File: src/pkg/ldo_regs_cfg.svh
/*
  Constants for the linear-regulator control register bank: register
  indices, byte-address scaling, field positions, writable masks, reset
  values and voltage-code conversion figures.
  Assumes inclusion by bare name from the design files; definitions only.
*/
`ifndef LDO_REGS_CFG_SVH
`define LDO_REGS_CFG_SVH

// register indices; byte address on the bus is four times the index
`define IDX_REG5_ON_CTRL      16'h4075
`define IDX_REG5_SLEEP_CTRL   16'h4076
`define IDX_REG6_MAIN_CTRL    16'h4077
`define IDX_REG6_ON_CTRL      16'h4078
`define IDX_REG6_SLEEP_CTRL   16'h4079
`define IDX_REG7_MAIN_CTRL    16'h407A
`define IDX_REG7_ON_CTRL      16'h407B
`define IDX_IRQ_STATUS        16'h40F0
`define IDX_IRQ_CLEAR         16'h40F1
`define IDX_IRQ_ENABLE        16'h40F2

// storage slots of the control array
`define SLOT_REG5_ON          3'h0
`define SLOT_REG5_SLEEP       3'h1
`define SLOT_REG6_MAIN        3'h2
`define SLOT_REG6_ON          3'h3
`define SLOT_REG6_SLEEP       3'h4
`define SLOT_REG7_MAIN        3'h5
`define SLOT_REG7_ON          3'h6
`define CTRL_COUNT            7

// on / sleep control fields
`define FLD_SLOT_HI           15
`define FLD_SLOT_LO           13
`define FLD_MODE              8
`define FLD_VCODE_HI          4
`define FLD_VCODE_LO          0

// main control fields
`define FLD_ERR_ACT_HI        15
`define FLD_ERR_ACT_LO        14
`define FLD_HW_SRC_HI         12
`define FLD_HW_SRC_LO         11
`define FLD_HW_VPICK          10
`define FLD_HW_MODE_HI        9
`define FLD_HW_MODE_LO        8
`define FLD_FLOAT             7
`define FLD_SWITCH            6
`define FLD_LP_VARIANT        0

// writable bits; everything else reads zero
`define MASK_ONSLEEP_CTRL     16'hE11F
`define MASK_REG6_MAIN        16'hDFC1
`define MASK_REG7_MAIN        16'hDFC0

`define RESET_ON_CTRL         16'h0000
`define RESET_SLEEP_CTRL      16'h0100
`define RESET_MAIN_CTRL       16'h0200
`define RESET_IRQ             3'h0

// undervoltage action codes
`define ERR_ACT_IGNORE        2'h0
`define ERR_ACT_SHUTDOWN      2'h1
`define ERR_ACT_DEV_RESET     2'h2

// voltage code to millivolts
`define MV_FINE_STEP          12'h032
`define MV_COARSE_STEP        12'h064
`define MV_COARSE_BASE        12'h6A4
`define MV_BASE_REG56         12'h384
`define MV_BASE_REG7          12'h3E8
`define KNEE_REG56            5'h0E
`define KNEE_REG7             5'h0C

`endif

File: src/pkg/ldo_regs_pkg.sv
/*
  Types shared by the regulator control bank and its test bench.
  Assumes nothing of its surroundings.
*/
package ldo_regs_pkg;

  // operating mode delivered to an analog regulator
  typedef enum logic [1:0] {
    PM_NORMAL     = 2'b00,
    PM_LP_REDUCED = 2'b01,
    PM_LP_MINIMUM = 2'b10,
    PM_OFF        = 2'b11
  } power_mode_type;

  typedef logic [15:0] ctrl_word_type;

endpackage

File: src/hdl/slot_decoder.sv
/*
  Combinational decode of one regulator's startup and sleep timeslot codes
  into one-hot timeslot selections and hardware enable assignment.
  Assumes the caller registers the results before they leave the block.
*/
`timescale 1ns/1ps
`default_nettype none

module slot_decoder
(
  input  wire logic [2:0] startup_slot_in,
  input  wire logic [2:0] sleep_slot_in,
  output logic      [4:0] enable_slot_out,
  output logic      [1:0] hw_enable_sel_out,
  output logic      [4:0] sleep_slot_out,
  output logic            sleep_disable_out
);
  logic hw_assigned;

  always_comb
  begin
    hw_assigned       = startup_slot_in[2] & startup_slot_in[1];
    enable_slot_out   = 5'h00;
    hw_enable_sel_out = 2'h0;
    // bit n-1 stands for timeslot n
    case (startup_slot_in)
      3'h0:    enable_slot_out = 5'h00;
      3'h6:    hw_enable_sel_out = 2'h1;
      3'h7:    hw_enable_sel_out = 2'h2;
      default: enable_slot_out = 5'(5'h01 << (startup_slot_in - 3'h1));
    endcase
  end

  always_comb
  begin
    sleep_slot_out    = 5'h00;
    sleep_disable_out = 1'b0;
    case (sleep_slot_in)
      3'h0:    sleep_slot_out = 5'h10;
      3'h6:    sleep_slot_out = 5'h04;
      3'h7:    sleep_slot_out = 5'h01;
      default:
      begin
        // higher code, earlier slot; same slot whether disabling or entering sleep
        sleep_slot_out    = 5'(5'h10 >> (sleep_slot_in - 3'h1));
        sleep_disable_out = ~hw_assigned;
      end
    endcase
  end

endmodule

`default_nettype wire

File: src/hdl/ldo_regulator_control_regs.sv
/*
  Control register bank for linear regulators five to seven, reached over
  APB, with undervoltage interrupt and error-action logic.
  Assumes an APB master on sys_clk_in, synchronous hardware control and
  undervoltage inputs, and an outside timeslot sequencer reading the
  decoded slot outputs.
*/
`timescale 1ns/1ps
`default_nettype none
`include "ldo_regs_cfg.svh"

module ldo_regulator_control_regs
(
  input  wire logic                         sys_clk_in,
  input  wire logic                         rst_n_in,
  input  wire logic                         psel_in,
  input  wire logic                         penable_in,
  input  wire logic                         pwrite_in,
  input  wire logic [31:0]                  paddr_in,
  input  wire logic [31:0]                  pwdata_in,
  output logic      [31:0]                  prdata_out,
  output logic                              pready_out,
  output logic                              pslverr_out,
  input  wire logic                         hw_ctrl1_in,
  input  wire logic                         hw_ctrl2_in,
  input  wire logic [2:0]                   undervoltage_in,
  output logic                              irq_out,
  output logic                              device_reset_out,
  output logic                              reg6_shutdown_out,
  output logic                              reg7_shutdown_out,
  output logic      [4:0]                   reg5_enable_slot_out,
  output logic      [1:0]                   reg5_hw_enable_sel_out,
  output logic      [4:0]                   reg5_sleep_slot_out,
  output logic                              reg5_sleep_disable_out,
  output ldo_regs_pkg::power_mode_type      reg5_active_mode_out,
  output ldo_regs_pkg::power_mode_type      reg5_sleep_mode_out,
  output logic      [11:0]                  reg5_active_mv_out,
  output logic      [11:0]                  reg5_sleep_mv_out,
  output logic      [4:0]                   reg6_enable_slot_out,
  output logic      [1:0]                   reg6_hw_enable_sel_out,
  output logic      [4:0]                   reg6_sleep_slot_out,
  output logic                              reg6_sleep_disable_out,
  output ldo_regs_pkg::power_mode_type      reg6_active_mode_out,
  output ldo_regs_pkg::power_mode_type      reg6_sleep_mode_out,
  output logic      [11:0]                  reg6_active_mv_out,
  output logic      [11:0]                  reg6_sleep_mv_out,
  output logic                              reg6_hw_active_out,
  output ldo_regs_pkg::power_mode_type      reg6_hw_mode_out,
  output logic      [11:0]                  reg6_hw_mv_out,
  output logic                              reg6_float_out,
  output logic                              reg6_switch_out,
  output logic      [4:0]                   reg7_enable_slot_out,
  output logic      [1:0]                   reg7_hw_enable_sel_out,
  output ldo_regs_pkg::power_mode_type      reg7_active_mode_out,
  output logic      [11:0]                  reg7_active_mv_out,
  output logic                              reg7_hw_active_out,
  output ldo_regs_pkg::power_mode_type      reg7_hw_mode_out,
  output logic                              reg7_hw_voltage_pick_out,
  output logic                              reg7_float_out,
  output logic                              reg7_switch_out
);
  import ldo_regs_pkg::*;

  localparam ctrl_word_type CTRL_MASK [`CTRL_COUNT] = '{
    `MASK_ONSLEEP_CTRL, `MASK_ONSLEEP_CTRL, `MASK_REG6_MAIN, `MASK_ONSLEEP_CTRL,
    `MASK_ONSLEEP_CTRL, `MASK_REG7_MAIN, `MASK_ONSLEEP_CTRL};
  localparam ctrl_word_type CTRL_RESET [`CTRL_COUNT] = '{
    `RESET_ON_CTRL, `RESET_SLEEP_CTRL, `RESET_MAIN_CTRL, `RESET_ON_CTRL,
    `RESET_SLEEP_CTRL, `RESET_MAIN_CTRL, `RESET_ON_CTRL};

  ctrl_word_type ctrl_reg [`CTRL_COUNT];
  logic [2:0]    irq_status_reg;
  logic [2:0]    irq_status_next;
  logic [2:0]    irq_enable_reg;
  logic [2:0]    irq_clear;

  logic          setup_phase;
  logic          access_write;
  logic          addr_is_ctrl;
  logic [2:0]    addr_slot;
  logic          addr_hit;
  logic [15:0]   addr_index;
  logic [31:0]   read_word;

  logic [4:0]    r5_en_slot;
  logic [1:0]    r5_hw_sel;
  logic [4:0]    r5_slp_slot;
  logic          r5_slp_dis;
  logic [4:0]    r6_en_slot;
  logic [1:0]    r6_hw_sel;
  logic [4:0]    r6_slp_slot;
  logic          r6_slp_dis;
  logic [4:0]    r7_en_slot;
  logic [1:0]    r7_hw_sel;

  ctrl_word_type r5_on;
  ctrl_word_type r5_slp;
  ctrl_word_type r6_main;
  ctrl_word_type r6_on;
  ctrl_word_type r6_slp;
  ctrl_word_type r7_main;
  ctrl_word_type r7_on;

  assign r5_on   = ctrl_reg[`SLOT_REG5_ON];
  assign r5_slp  = ctrl_reg[`SLOT_REG5_SLEEP];
  assign r6_main = ctrl_reg[`SLOT_REG6_MAIN];
  assign r6_on   = ctrl_reg[`SLOT_REG6_ON];
  assign r6_slp  = ctrl_reg[`SLOT_REG6_SLEEP];
  assign r7_main = ctrl_reg[`SLOT_REG7_MAIN];
  assign r7_on   = ctrl_reg[`SLOT_REG7_ON];

  function automatic logic [11:0] code_to_mv
  (
    input logic [4:0]  code,
    input logic [4:0]  knee,
    input logic [11:0] base
  );
    logic [4:0] coarse_steps;
    coarse_steps = 5'(code - knee - 5'h01);
    if (code <= knee)
      code_to_mv = 12'(base + 12'(code) * `MV_FINE_STEP);
    else
      code_to_mv = 12'(`MV_COARSE_BASE + 12'(coarse_steps) * `MV_COARSE_STEP);
  endfunction

  // low-power flavour picked by the variant bit where the regulator has one
  function automatic power_mode_type lp_mode(input logic lp_bit, input logic variant);
    if (!lp_bit)
      lp_mode = PM_NORMAL;
    else if (variant)
      lp_mode = PM_LP_MINIMUM;
    else
      lp_mode = PM_LP_REDUCED;
  endfunction

  function automatic power_mode_type hw_mode
  (
    input logic [1:0] code,
    input logic       on_bit,
    input logic       variant
  );
    case (code)
      2'h1:    hw_mode = PM_OFF;
      2'h3:    hw_mode = lp_mode(on_bit, variant);
      default: hw_mode = lp_mode(1'b1, variant);
    endcase
  endfunction

  // bus decode: only word-aligned addresses in the upper bits' zero page hit
  always_comb
  begin
    addr_index   = paddr_in[17:2];
    addr_is_ctrl = 1'b1;
    addr_slot    = 3'h0;
    case (addr_index)
      `IDX_REG5_ON_CTRL:    addr_slot = `SLOT_REG5_ON;
      `IDX_REG5_SLEEP_CTRL: addr_slot = `SLOT_REG5_SLEEP;
      `IDX_REG6_MAIN_CTRL:  addr_slot = `SLOT_REG6_MAIN;
      `IDX_REG6_ON_CTRL:    addr_slot = `SLOT_REG6_ON;
      `IDX_REG6_SLEEP_CTRL: addr_slot = `SLOT_REG6_SLEEP;
      `IDX_REG7_MAIN_CTRL:  addr_slot = `SLOT_REG7_MAIN;
      `IDX_REG7_ON_CTRL:    addr_slot = `SLOT_REG7_ON;
      default:              addr_is_ctrl = 1'b0;
    endcase
    addr_hit = (paddr_in[31:18] == 14'h0000) && (paddr_in[1:0] == 2'h0) &&
               (addr_is_ctrl || addr_index == `IDX_IRQ_STATUS ||
                addr_index == `IDX_IRQ_CLEAR || addr_index == `IDX_IRQ_ENABLE);
  end

  assign setup_phase  = psel_in & ~penable_in;
  assign access_write = psel_in & penable_in & pwrite_in & pready_out & addr_hit;

  always_comb
  begin
    read_word = 32'h0000_0000;
    if (addr_is_ctrl)
      read_word = {16'h0000, ctrl_reg[addr_slot]};
    else if (addr_index == `IDX_IRQ_STATUS)
      read_word = {29'h0000_0000, irq_status_reg};
    else if (addr_index == `IDX_IRQ_ENABLE)
      read_word = {29'h0000_0000, irq_enable_reg};
  end

  // no wait state: answer staged in setup, presented through the access cycle
  always_ff @(posedge sys_clk_in)
  begin
    if (!rst_n_in)
    begin
      pready_out  <= 1'b0;
      pslverr_out <= 1'b0;
      prdata_out  <= 32'h0000_0000;
    end
    else
    begin
      pready_out  <= setup_phase;
      pslverr_out <= setup_phase & ~addr_hit;
      prdata_out  <= (setup_phase & ~pwrite_in & addr_hit) ? read_word : 32'h0000_0000;
    end
  end

  always_ff @(posedge sys_clk_in)
  begin
    if (!rst_n_in)
    begin
      for (int i = 0; i < `CTRL_COUNT; i++)
        ctrl_reg[i] <= CTRL_RESET[i];
    end
    else if (access_write && addr_is_ctrl)
      ctrl_reg[addr_slot] <= pwdata_in[15:0] & CTRL_MASK[addr_slot];
  end

  // interrupt: sticky status, set beats clear in the same cycle
  always_comb
  begin
    irq_clear = 3'h0;
    if (access_write && addr_index == `IDX_IRQ_CLEAR)
      irq_clear = pwdata_in[2:0];
    irq_status_next = (irq_status_reg & ~irq_clear) | undervoltage_in;
  end

  always_ff @(posedge sys_clk_in)
  begin
    if (!rst_n_in)
    begin
      irq_status_reg <= `RESET_IRQ;
      irq_enable_reg <= `RESET_IRQ;
      irq_out        <= 1'b0;
    end
    else
    begin
      irq_status_reg <= irq_status_next;
      if (access_write && addr_index == `IDX_IRQ_ENABLE)
        irq_enable_reg <= pwdata_in[2:0];
      irq_out <= |(irq_status_next & irq_enable_reg);
    end
  end

  // error action: reserved code 11 acts as ignore
  always_ff @(posedge sys_clk_in)
  begin
    if (!rst_n_in)
    begin
      reg6_shutdown_out <= 1'b0;
      reg7_shutdown_out <= 1'b0;
      device_reset_out  <= 1'b0;
    end
    else
    begin
      reg6_shutdown_out <= undervoltage_in[1] &&
        r6_main[`FLD_ERR_ACT_HI:`FLD_ERR_ACT_LO] == `ERR_ACT_SHUTDOWN;
      reg7_shutdown_out <= undervoltage_in[2] &&
        r7_main[`FLD_ERR_ACT_HI:`FLD_ERR_ACT_LO] == `ERR_ACT_SHUTDOWN;
      device_reset_out  <=
        (undervoltage_in[1] &&
         r6_main[`FLD_ERR_ACT_HI:`FLD_ERR_ACT_LO] == `ERR_ACT_DEV_RESET) ||
        (undervoltage_in[2] &&
         r7_main[`FLD_ERR_ACT_HI:`FLD_ERR_ACT_LO] == `ERR_ACT_DEV_RESET);
    end
  end

  slot_decoder u_reg5_slots
  (
    .startup_slot_in   (r5_on[`FLD_SLOT_HI:`FLD_SLOT_LO]),
    .sleep_slot_in     (r5_slp[`FLD_SLOT_HI:`FLD_SLOT_LO]),
    .enable_slot_out   (r5_en_slot),
    .hw_enable_sel_out (r5_hw_sel),
    .sleep_slot_out    (r5_slp_slot),
    .sleep_disable_out (r5_slp_dis)
  );

  slot_decoder u_reg6_slots
  (
    .startup_slot_in   (r6_on[`FLD_SLOT_HI:`FLD_SLOT_LO]),
    .sleep_slot_in     (r6_slp[`FLD_SLOT_HI:`FLD_SLOT_LO]),
    .enable_slot_out   (r6_en_slot),
    .hw_enable_sel_out (r6_hw_sel),
    .sleep_slot_out    (r6_slp_slot),
    .sleep_disable_out (r6_slp_dis)
  );

  // seven's sleep register lives outside this bank
  slot_decoder u_reg7_slots
  (
    .startup_slot_in   (r7_on[`FLD_SLOT_HI:`FLD_SLOT_LO]),
    .sleep_slot_in     (3'h0),
    .enable_slot_out   (r7_en_slot),
    .hw_enable_sel_out (r7_hw_sel),
    .sleep_slot_out    (),
    .sleep_disable_out ()
  );

  // timeslot selections to the sequencer
  always_ff @(posedge sys_clk_in)
  begin
    if (!rst_n_in)
    begin
      reg5_enable_slot_out   <= 5'h00;
      reg5_hw_enable_sel_out <= 2'h0;
      reg5_sleep_slot_out    <= 5'h00;
      reg5_sleep_disable_out <= 1'b0;
      reg6_enable_slot_out   <= 5'h00;
      reg6_hw_enable_sel_out <= 2'h0;
      reg6_sleep_slot_out    <= 5'h00;
      reg6_sleep_disable_out <= 1'b0;
      reg7_enable_slot_out   <= 5'h00;
      reg7_hw_enable_sel_out <= 2'h0;
    end
    else
    begin
      reg5_enable_slot_out   <= r5_en_slot;
      reg5_hw_enable_sel_out <= r5_hw_sel;
      reg5_sleep_slot_out    <= r5_slp_slot;
      reg5_sleep_disable_out <= r5_slp_dis;
      reg6_enable_slot_out   <= r6_en_slot;
      reg6_hw_enable_sel_out <= r6_hw_sel;
      reg6_sleep_slot_out    <= r6_slp_slot;
      reg6_sleep_disable_out <= r6_slp_dis;
      reg7_enable_slot_out   <= r7_en_slot;
      reg7_hw_enable_sel_out <= r7_hw_sel;
    end
  end

  // modes and voltages; five and seven have no variant bit here, so reduced
  always_ff @(posedge sys_clk_in)
  begin
    if (!rst_n_in)
    begin
      reg5_active_mode_out <= PM_NORMAL;
      reg5_sleep_mode_out  <= PM_LP_REDUCED;
      reg5_active_mv_out   <= `MV_BASE_REG56;
      reg5_sleep_mv_out    <= `MV_BASE_REG56;
      reg6_active_mode_out <= PM_NORMAL;
      reg6_sleep_mode_out  <= PM_LP_REDUCED;
      reg6_active_mv_out   <= `MV_BASE_REG56;
      reg6_sleep_mv_out    <= `MV_BASE_REG56;
      reg7_active_mode_out <= PM_NORMAL;
      reg7_active_mv_out   <= `MV_BASE_REG7;
    end
    else
    begin
      reg5_active_mode_out <= lp_mode(r5_on[`FLD_MODE], 1'b0);
      reg5_sleep_mode_out  <= lp_mode(r5_slp[`FLD_MODE], 1'b0);
      reg5_active_mv_out   <= code_to_mv(r5_on[`FLD_VCODE_HI:`FLD_VCODE_LO],
                                         `KNEE_REG56, `MV_BASE_REG56);
      reg5_sleep_mv_out    <= code_to_mv(r5_slp[`FLD_VCODE_HI:`FLD_VCODE_LO],
                                         `KNEE_REG56, `MV_BASE_REG56);
      reg6_active_mode_out <= lp_mode(r6_on[`FLD_MODE],
                                      r6_main[`FLD_LP_VARIANT]);
      reg6_sleep_mode_out  <= lp_mode(r6_slp[`FLD_MODE],
                                      r6_main[`FLD_LP_VARIANT]);
      reg6_active_mv_out   <= code_to_mv(r6_on[`FLD_VCODE_HI:`FLD_VCODE_LO],
                                         `KNEE_REG56, `MV_BASE_REG56);
      reg6_sleep_mv_out    <= code_to_mv(r6_slp[`FLD_VCODE_HI:`FLD_VCODE_LO],
                                         `KNEE_REG56, `MV_BASE_REG56);
      reg7_active_mode_out <= lp_mode(r7_on[`FLD_MODE], 1'b0);
      reg7_active_mv_out   <= code_to_mv(r7_on[`FLD_VCODE_HI:`FLD_VCODE_LO],
                                         `KNEE_REG7, `MV_BASE_REG7);
    end
  end

  // hardware control and output options
  always_ff @(posedge sys_clk_in)
  begin
    if (!rst_n_in)
    begin
      reg6_hw_active_out       <= 1'b0;
      reg6_hw_mode_out         <= PM_LP_REDUCED;
      reg6_hw_mv_out           <= `MV_BASE_REG56;
      reg6_float_out           <= 1'b0;
      reg6_switch_out          <= 1'b0;
      reg7_hw_active_out       <= 1'b0;
      reg7_hw_mode_out         <= PM_LP_REDUCED;
      reg7_hw_voltage_pick_out <= 1'b0;
      reg7_float_out           <= 1'b0;
      reg7_switch_out          <= 1'b0;
    end
    else
    begin
      reg6_hw_active_out <= (r6_main[`FLD_HW_SRC_LO] & hw_ctrl1_in) |
                            (r6_main[`FLD_HW_SRC_HI] & hw_ctrl2_in);
      reg6_hw_mode_out   <= hw_mode(r6_main[`FLD_HW_MODE_HI:`FLD_HW_MODE_LO],
                                    r6_on[`FLD_MODE],
                                    r6_main[`FLD_LP_VARIANT]);
      reg6_hw_mv_out     <= r6_main[`FLD_HW_VPICK] ?
        code_to_mv(r6_slp[`FLD_VCODE_HI:`FLD_VCODE_LO], `KNEE_REG56, `MV_BASE_REG56) :
        code_to_mv(r6_on[`FLD_VCODE_HI:`FLD_VCODE_LO], `KNEE_REG56, `MV_BASE_REG56);
      reg6_float_out     <= r6_main[`FLD_FLOAT];
      reg6_switch_out    <= r6_main[`FLD_SWITCH];
      reg7_hw_active_out <= (r7_main[`FLD_HW_SRC_LO] & hw_ctrl1_in) |
                            (r7_main[`FLD_HW_SRC_HI] & hw_ctrl2_in);
      reg7_hw_mode_out   <= hw_mode(r7_main[`FLD_HW_MODE_HI:`FLD_HW_MODE_LO],
                                    r7_on[`FLD_MODE], 1'b0);
      // sleep code sits outside; the pick goes out for the consumer to apply
      reg7_hw_voltage_pick_out <= r7_main[`FLD_HW_VPICK];
      reg7_float_out     <= r7_main[`FLD_FLOAT];
      reg7_switch_out    <= r7_main[`FLD_SWITCH];
    end
  end

endmodule

`default_nettype wire

File: config.mk
export PLATFORM = sky130hd
export DESIGN_NAME = ldo_regulator_control_regs
export DESIGN_NICKNAME = d
export VERILOG_FILES = /design/src/pkg/ldo_regs_pkg.sv /design/src/hdl/slot_decoder.sv /design/src/hdl/ldo_regulator_control_regs.sv
export VERILOG_INCLUDE_DIRS = /design/src /design/src/pkg
export SDC_FILE = /design/constraint.sdc
export NUM_CORES = 1
export LEC_CHECK = 0
export ABC_AREA = 1
export BUFFER_PORTS_ARGS = -buffer_cell sky130_fd_sc_hd__buf_2
export CAP_MARGIN = 10
export CORE_ASPECT_RATIO = 1.4
export CORE_MARGIN = 3
export CORE_UTILIZATION = 25
export CTS_CLUSTER_DIAMETER = 80
export CTS_CLUSTER_SIZE = 8
export DETAILED_ROUTE_END_ITERATION = 8
export SLEW_MARGIN = 20
export SYNTH_ARGS = -nofsm -noshare
export SYNTH_HDL_FRONTEND = slang
export SYNTH_SLANG_ARGS = --single-unit
File: constraint.sdc
create_clock -name sys_clk_in -period 4.4 [get_ports sys_clk_in]
set_input_delay 0.88 -clock sys_clk_in [delete_from_list [all_inputs] [get_ports sys_clk_in]]
set_output_delay 0.88 -clock sys_clk_in [all_outputs]
set_load 0.005 [all_outputs]
# Word-level counts from Yosys, hierarchy flattened
# Memories as Yosys holds them, arrays and structs flattened.
# Cells that the tools add are included.
dict set report classes {
  eq_ne 28
  n_reduce_logical 31
  add_sub_neg 25
  mux 34
  multipliers 10
  order_cmp 6
  shifts 5
  bitwise 29
}
# operator count
set ops {}
lappend ops {{$eq 16x15->1 const B} 10}
lappend ops {{$mul 5x5->10 const B} 10}
lappend ops {{$mux 12} 6}
lappend ops {{$mux 16} 4}
lappend ops {{$add 10x11->12 const A} 5}
lappend ops {{$add 11x12->12 const A} 5}
lappend ops {{$eq 3x3->1 const B} 10}
lappend ops {{$pmux 5 s3} 2}
lappend ops {{$le 5x4->1 const B} 5}
lappend ops {{$sub 5x1->5 const B} 5}
lappend ops {{$sub 5x4->5 const B} 5}
lappend ops {{$reduce_or 4->1} 6}
lappend ops {{$pmux 2 s2} 5}
lappend ops {{$pmux 3 s6} 1}
lappend ops {{$and 16x16->16} 1}
lappend ops {{$reduce_or 16->1} 1}
lappend ops {{$logic_not 3->1} 5}
lappend ops {{$shl 1x3->5 const A} 3}
lappend ops {{$sub 3x1->3 const B} 5}
lappend ops {{$and 1x1->1} 14}
lappend ops {{$logic_not 14->1} 1}
lappend ops {{$mux 3} 4}
lappend ops {{$mux 1} 10}
lappend ops {{$shr 5x3->5 const A} 2}
lappend ops {{other kinds (16)} 43}
dict set report word_totals {
  in_bits 74
  output_inout_bits 164
  ramBits 112
  n_memories 2
  rom_bits 128
  wordCells 211
  ff_bits 170
}
# memory words width rd rd_clocked_by_memory_dff wr line_no
set memory_table {}
lappend memory_table {{(name not given)} 8 16 1 0 0 ldo_regulator_control_regs.sv:209} ;# ctrl_reg[addr_slot] <= pwdata_in[15:0] & CTRL_MASK[addr_slot];
lappend memory_table {ctrl_reg 7 16 8 0 7 ldo_regulator_control_regs.sv:71} ;# ctrl_word_type ctrl_reg [`CTRL_COUNT];

# Logic depth before layout (Yosys ltp)
dict set report depth {
  depth_word 15
  mapped_depth 22
}

# By module
# From an unflattened synthesis, not the netlist that was laid out.
dict set report unflattened {
  cells_unflattened 1954
  hier_area_um2 15780.1
}
# module area_per_inst_um2 instances seq_area_each_um2 cells_each
set modules_own_cells {}
lappend modules_own_cells {ldo_regulator_control_regs 15412.3 1 6336.1 1873}
lappend modules_own_cells {slot_decoder 122.6 3 0.0 27}

# Worst setup path after synthesis
# OpenSTA, ideal clock, no wires.
dict set report synth_path {
  path_kind {input port to flip-flop}
  from {input paddr_in[7]}
  to {memory ctrl_reg[5][0] (netlist name), enable pin}
  path_slack_ps 441
  setup_time_ps 431
  arrival_ps 3528
  cell_stages 7
  n_path_buf 1
  path_cell_list {nand2_1 -> nor2_2 -> nand3_1 -> nand3_2 -> inv_1 -> clkbuf_1 -> o41ai_1}
}
# item line_no
set synth_lines {}
lappend synth_lines {{from (decl)} ldo_regulator_control_regs.sv:19} ;# input wire logic [31:0] paddr_in,
lappend synth_lines {{to (decl)} ldo_regulator_control_regs.sv:71}

==> impl_metrics.py <==
metrics = {
    "detailed_routing": {
        "routed_wirelength_um": 46090,
        "post-route-drc-count": 0,
        "drt-initial-drc-count": 793,
        "first_pass_iters": 5,
        "drt-wirelength-per-cell_um": 15.20,
        "avgViaCountPerCell": 4.426,
        "vias": 13423,
        "ant_nets": 0,
    },
    "layout": {
        "largest_reg_flops": 120,
        "register_area_um2": 6336,
        "multiInputGateArea_um2": 8437,
        "area_growth_syn_to_layout_pct": 21.04,
        "drive_above_1_share": 0.1445,
        "fin_nets": 2448,
        "fin_util": 0.3082,
        "fill_cells": 6676,
        "fin_cells": 3033,
    },
    "place": {
        "hpwl_um": 36740,
        "dpl.cell_count": 2959,
        "io_buffers": 194,
        "routabilityCongestion": 0.8437,
        "dp_slack_ns": 0.6192,
    },
    "power_and_ir_drop": {
        "irDropWorstVdd_uv": 261.8,
        "p_comb_frac": 0.201,
        "powerDensity_nw_per_um2": 371.0,
        "p_clk_frac": 0.408,
        "swShare": 0.2830,
        "p_leak_nw": 9.354,
        "p_sw_mw": 2.020,
        "internal_power_mw": 5.118,
        "pwr-share-seq": 0.391,
    },
    "synth": {
        "synth_cells": 1910,
        "synth_common_cells": "nand2_1, inv_1, nor2_1, ha_1, dfxtp_1",
        "synth_edf_count": 105,
        "yosysWarningCount": 0,
        "ys_ff_latch": 264,
        "syn_area_per_cell_um2": 8.323,
        "ys_top_cells_by_area": "dfxtp_1, edfxtp_1, ha_1",
        "netlist.area_leader.share": 0.2002,
        "yosysMostFrequentCell": "nand2_1",
        "synthFlopType": "dfxtp_1",
        "synthArstFlopShare": 0,
        "ys_types": 56,
        "syn-cell-area_um2": 15900,
        "yosysSeqAreaShare": 0.3986,
        "yosysTopAreaCell": "dfxtp_1",
    },
    "critical_path": {
        "cp.buffers_inverters": 3,
        "crit_top_cell": "ha_1",
        "crit_path_start_kind": "flip-flop",
        "path_cells": "ha_1 -> nand2_1 -> xor2_1 -> inv_1 -> ha_1 -> ha_1 -> ha_1 -> ha_1 -> or2_2 -> nand2_1 -> inv_1 -> nor2_1 -> nand2_1 -> a21oi_1 -> o21ai_0 -> o211ai_1 -> inv_1",
        "crit_type": "flip-flop to flip-flop",
        "max_stage_delay_ns": 0.52,
        "cp_max_fo": 7,
        "cp_data_arrival_time_ns": 4.14,
        "crit_path_end_kind": "flip-flop",
        "crit_slowest_cell": "edfxtp_1",
        "crit_required_ns": 4.84,
        "critPathTopFamily": "adder cells",
    },
    "die": {
        "die_x_um": 219.1,
        "core_area_um2": 62430,
        "die_area_um2": 66700,
        "start_util": 0.2546,
        "placementRows": 108,
        "io_pins": 238,
        "die_y_um": 304.4,
    },
    "grt": {
        "grt-ovfl-total": 0,
        "grt_max_degree": 54,
        "track_usage": 0.1358,
        "grt_pass1_vias": 13232,
        "grt_pass1_wl_um": 70800,
        "antenna_found_initial": 12,
    },
    "timing": {
        "timing.final.crit_share": 0.8409,
        "max_freq_mhz": 270.3,
        "min_period_ns": 3.700,
        "setup_viol": 0,
        "max_slew_margin": 0.3821,
        "clock_skew_ns": 0.02592,
        "worstMarginPinSlew_ns": 0.9259,
        "drv_slew": 0,
        "rsz0062_at_grt": "false",
        "finalHoldViolCount": 0,
        "fin_ws_ns": 0.7002,
        "setup_tns_ns": 0,
    },
    "clocking": {
        "clock_sinks": 264,
        "cts_tree": "done",
        "numCtsBuffers": 40,
        "cts-root-buf": "clkbuf_16",
        "postCtsSetupBuffers": 0,
        "path_clk_slew_ns": 0.05,
        "post_cts_resized": 0,
        "clock_path_buffers": 3,
        "insertion_delay_ns": 0.55,
        "hold_buffers": 0,
        "h-tree-depth": 2,
    },
    "worst_hold_path": {
        "hold_class": "flip-flop to flip-flop",
    },
    "job": {
        "cap_violations": 0,
    },
    "run_status": {
        "outcome": "finished, final reports clean",
    },
}
-- stage by stage --
step / power, mW / hold WS, ns / instance area (um^2)
floorplan: 3.846 / 0.4071 / 16160
global placement: 4.264 / 0.4324 / 18020
detailed placement: 4.280 / 0.4440 / 18020
finish: 7.138 / 0.4509 / 19240
CTS: 7.220 / 0.4521 / 19220
global route: 7.526 / 0.4686 / 19220
-- metal layers --
metal  share of wire  GRT usage  vias up
li1                -          -     6755
met3           0.061    0.02847      107
met1            0.39     0.1494     6167
met5          0.0011          0        -
met4           0.044    0.06816        8
met2            0.50     0.2443      386
-- cell families (layout without fill, tap and decap cells) --
logic type,count (synthesis),after routing,share of synthesized area
AOI/OAI and AO/OA,293,293,0.1051
and+or+nand+nor,731,731,0.2001
xor gates and xnor gates,87,87,0.04793
adders and majority gates,198,198,0.1606
other,1,78,0.0002359
DFF,264,264,0.3986
buffers and inverters,336,557,0.08752
-- power groups by stage --
stage | Sequential, mW | Combinational [mW] | Clock (mW)
after detailed placement | 2.84 | 1.44 | 0
after floorplan | 2.83 | 1.02 | 0
final | 2.79 | 1.44 | 2.91
after CTS | 2.79 | 1.45 | 2.98
after global routing | 2.80 | 1.64 | 3.08
after global placement | 2.84 | 1.43 | 0
-- layout make-up --
class	count	area share
Clock buffer	63	0.05976
Inverter	263	0.05130
Multi-Input combinational cell	1379	0.4385
Tap cell	825	0.05364
Clock inverter	3	0.002796
Antenna cell	8	0.001040
Timing Repair Buffer	228	0.06372
Sequential cell	264	0.3293
-- cell usage in the layout, fill, tap and decap left out, types with 4 or more instances in the layout --
cell type	Yosys	routed
nand3b_1	11	11
diode_2	0	8
edfxtp_1	105	105
xor2_1	51	51
nor2_1	212	212
nand3_2	4	4
a21oi_1	99	99
inv_1	258	258
buf_2	8	194
o22ai_1	7	7
a211oi_1	4	4
fa_1	10	10
or2_2	15	15
xnor2_1	36	36
nand4_1	13	13
nor3_1	33	33
dfxtp_1	159	159
a22oi_1	5	5
nor4_1	10	10
ha_1	188	188
nand2_1	317	317
nand2_2	4	4
clkbuf_16	0	42
nor2_2	6	6
a31oi_1	9	9
conb_1	1	70
o211ai_1	18	18
a21o_1	6	6
clkbuf_1	32	19
nand3_1	93	93
o21ai_0	124	123
buf_4	26	34
a32o_1	4	4
-- worst register-to-register path, cell delays in order (launching register included) --
cell and delay [ns]:
edfxtp_1 0.52, ha_1 0.36, nand2_1 0.11, xor2_1 0.30, inv_1 0.09, ha_1 0.28, ha_1 0.30, ha_1 0.30
ha_1 0.32, or2_2 0.30, nand2_1 0.09, inv_1 0.06, nor2_1 0.13, nand2_1 0.08, a21oi_1 0.12, o21ai_0 0.09
o211ai_1 0.08, inv_1 0.05
-- path summary, 6_finish.rpt --
check	start	endpoint	slack, ns	cells past startpoint
setup / recovery	ctrl_reg[1][1]	reg5_sleep_mv_out[11]	0.70	17
hold / removal	ctrl_reg[6][11]	ctrl_reg[6][11]	0.45	2
setup reg to reg	ctrl_reg[1][1]	reg5_sleep_mv_out[11]	0.70	17
hold reg to reg	ctrl_reg[6][11]	ctrl_reg[6][11]	0.45	2
(Power assumes the default switching activity.)
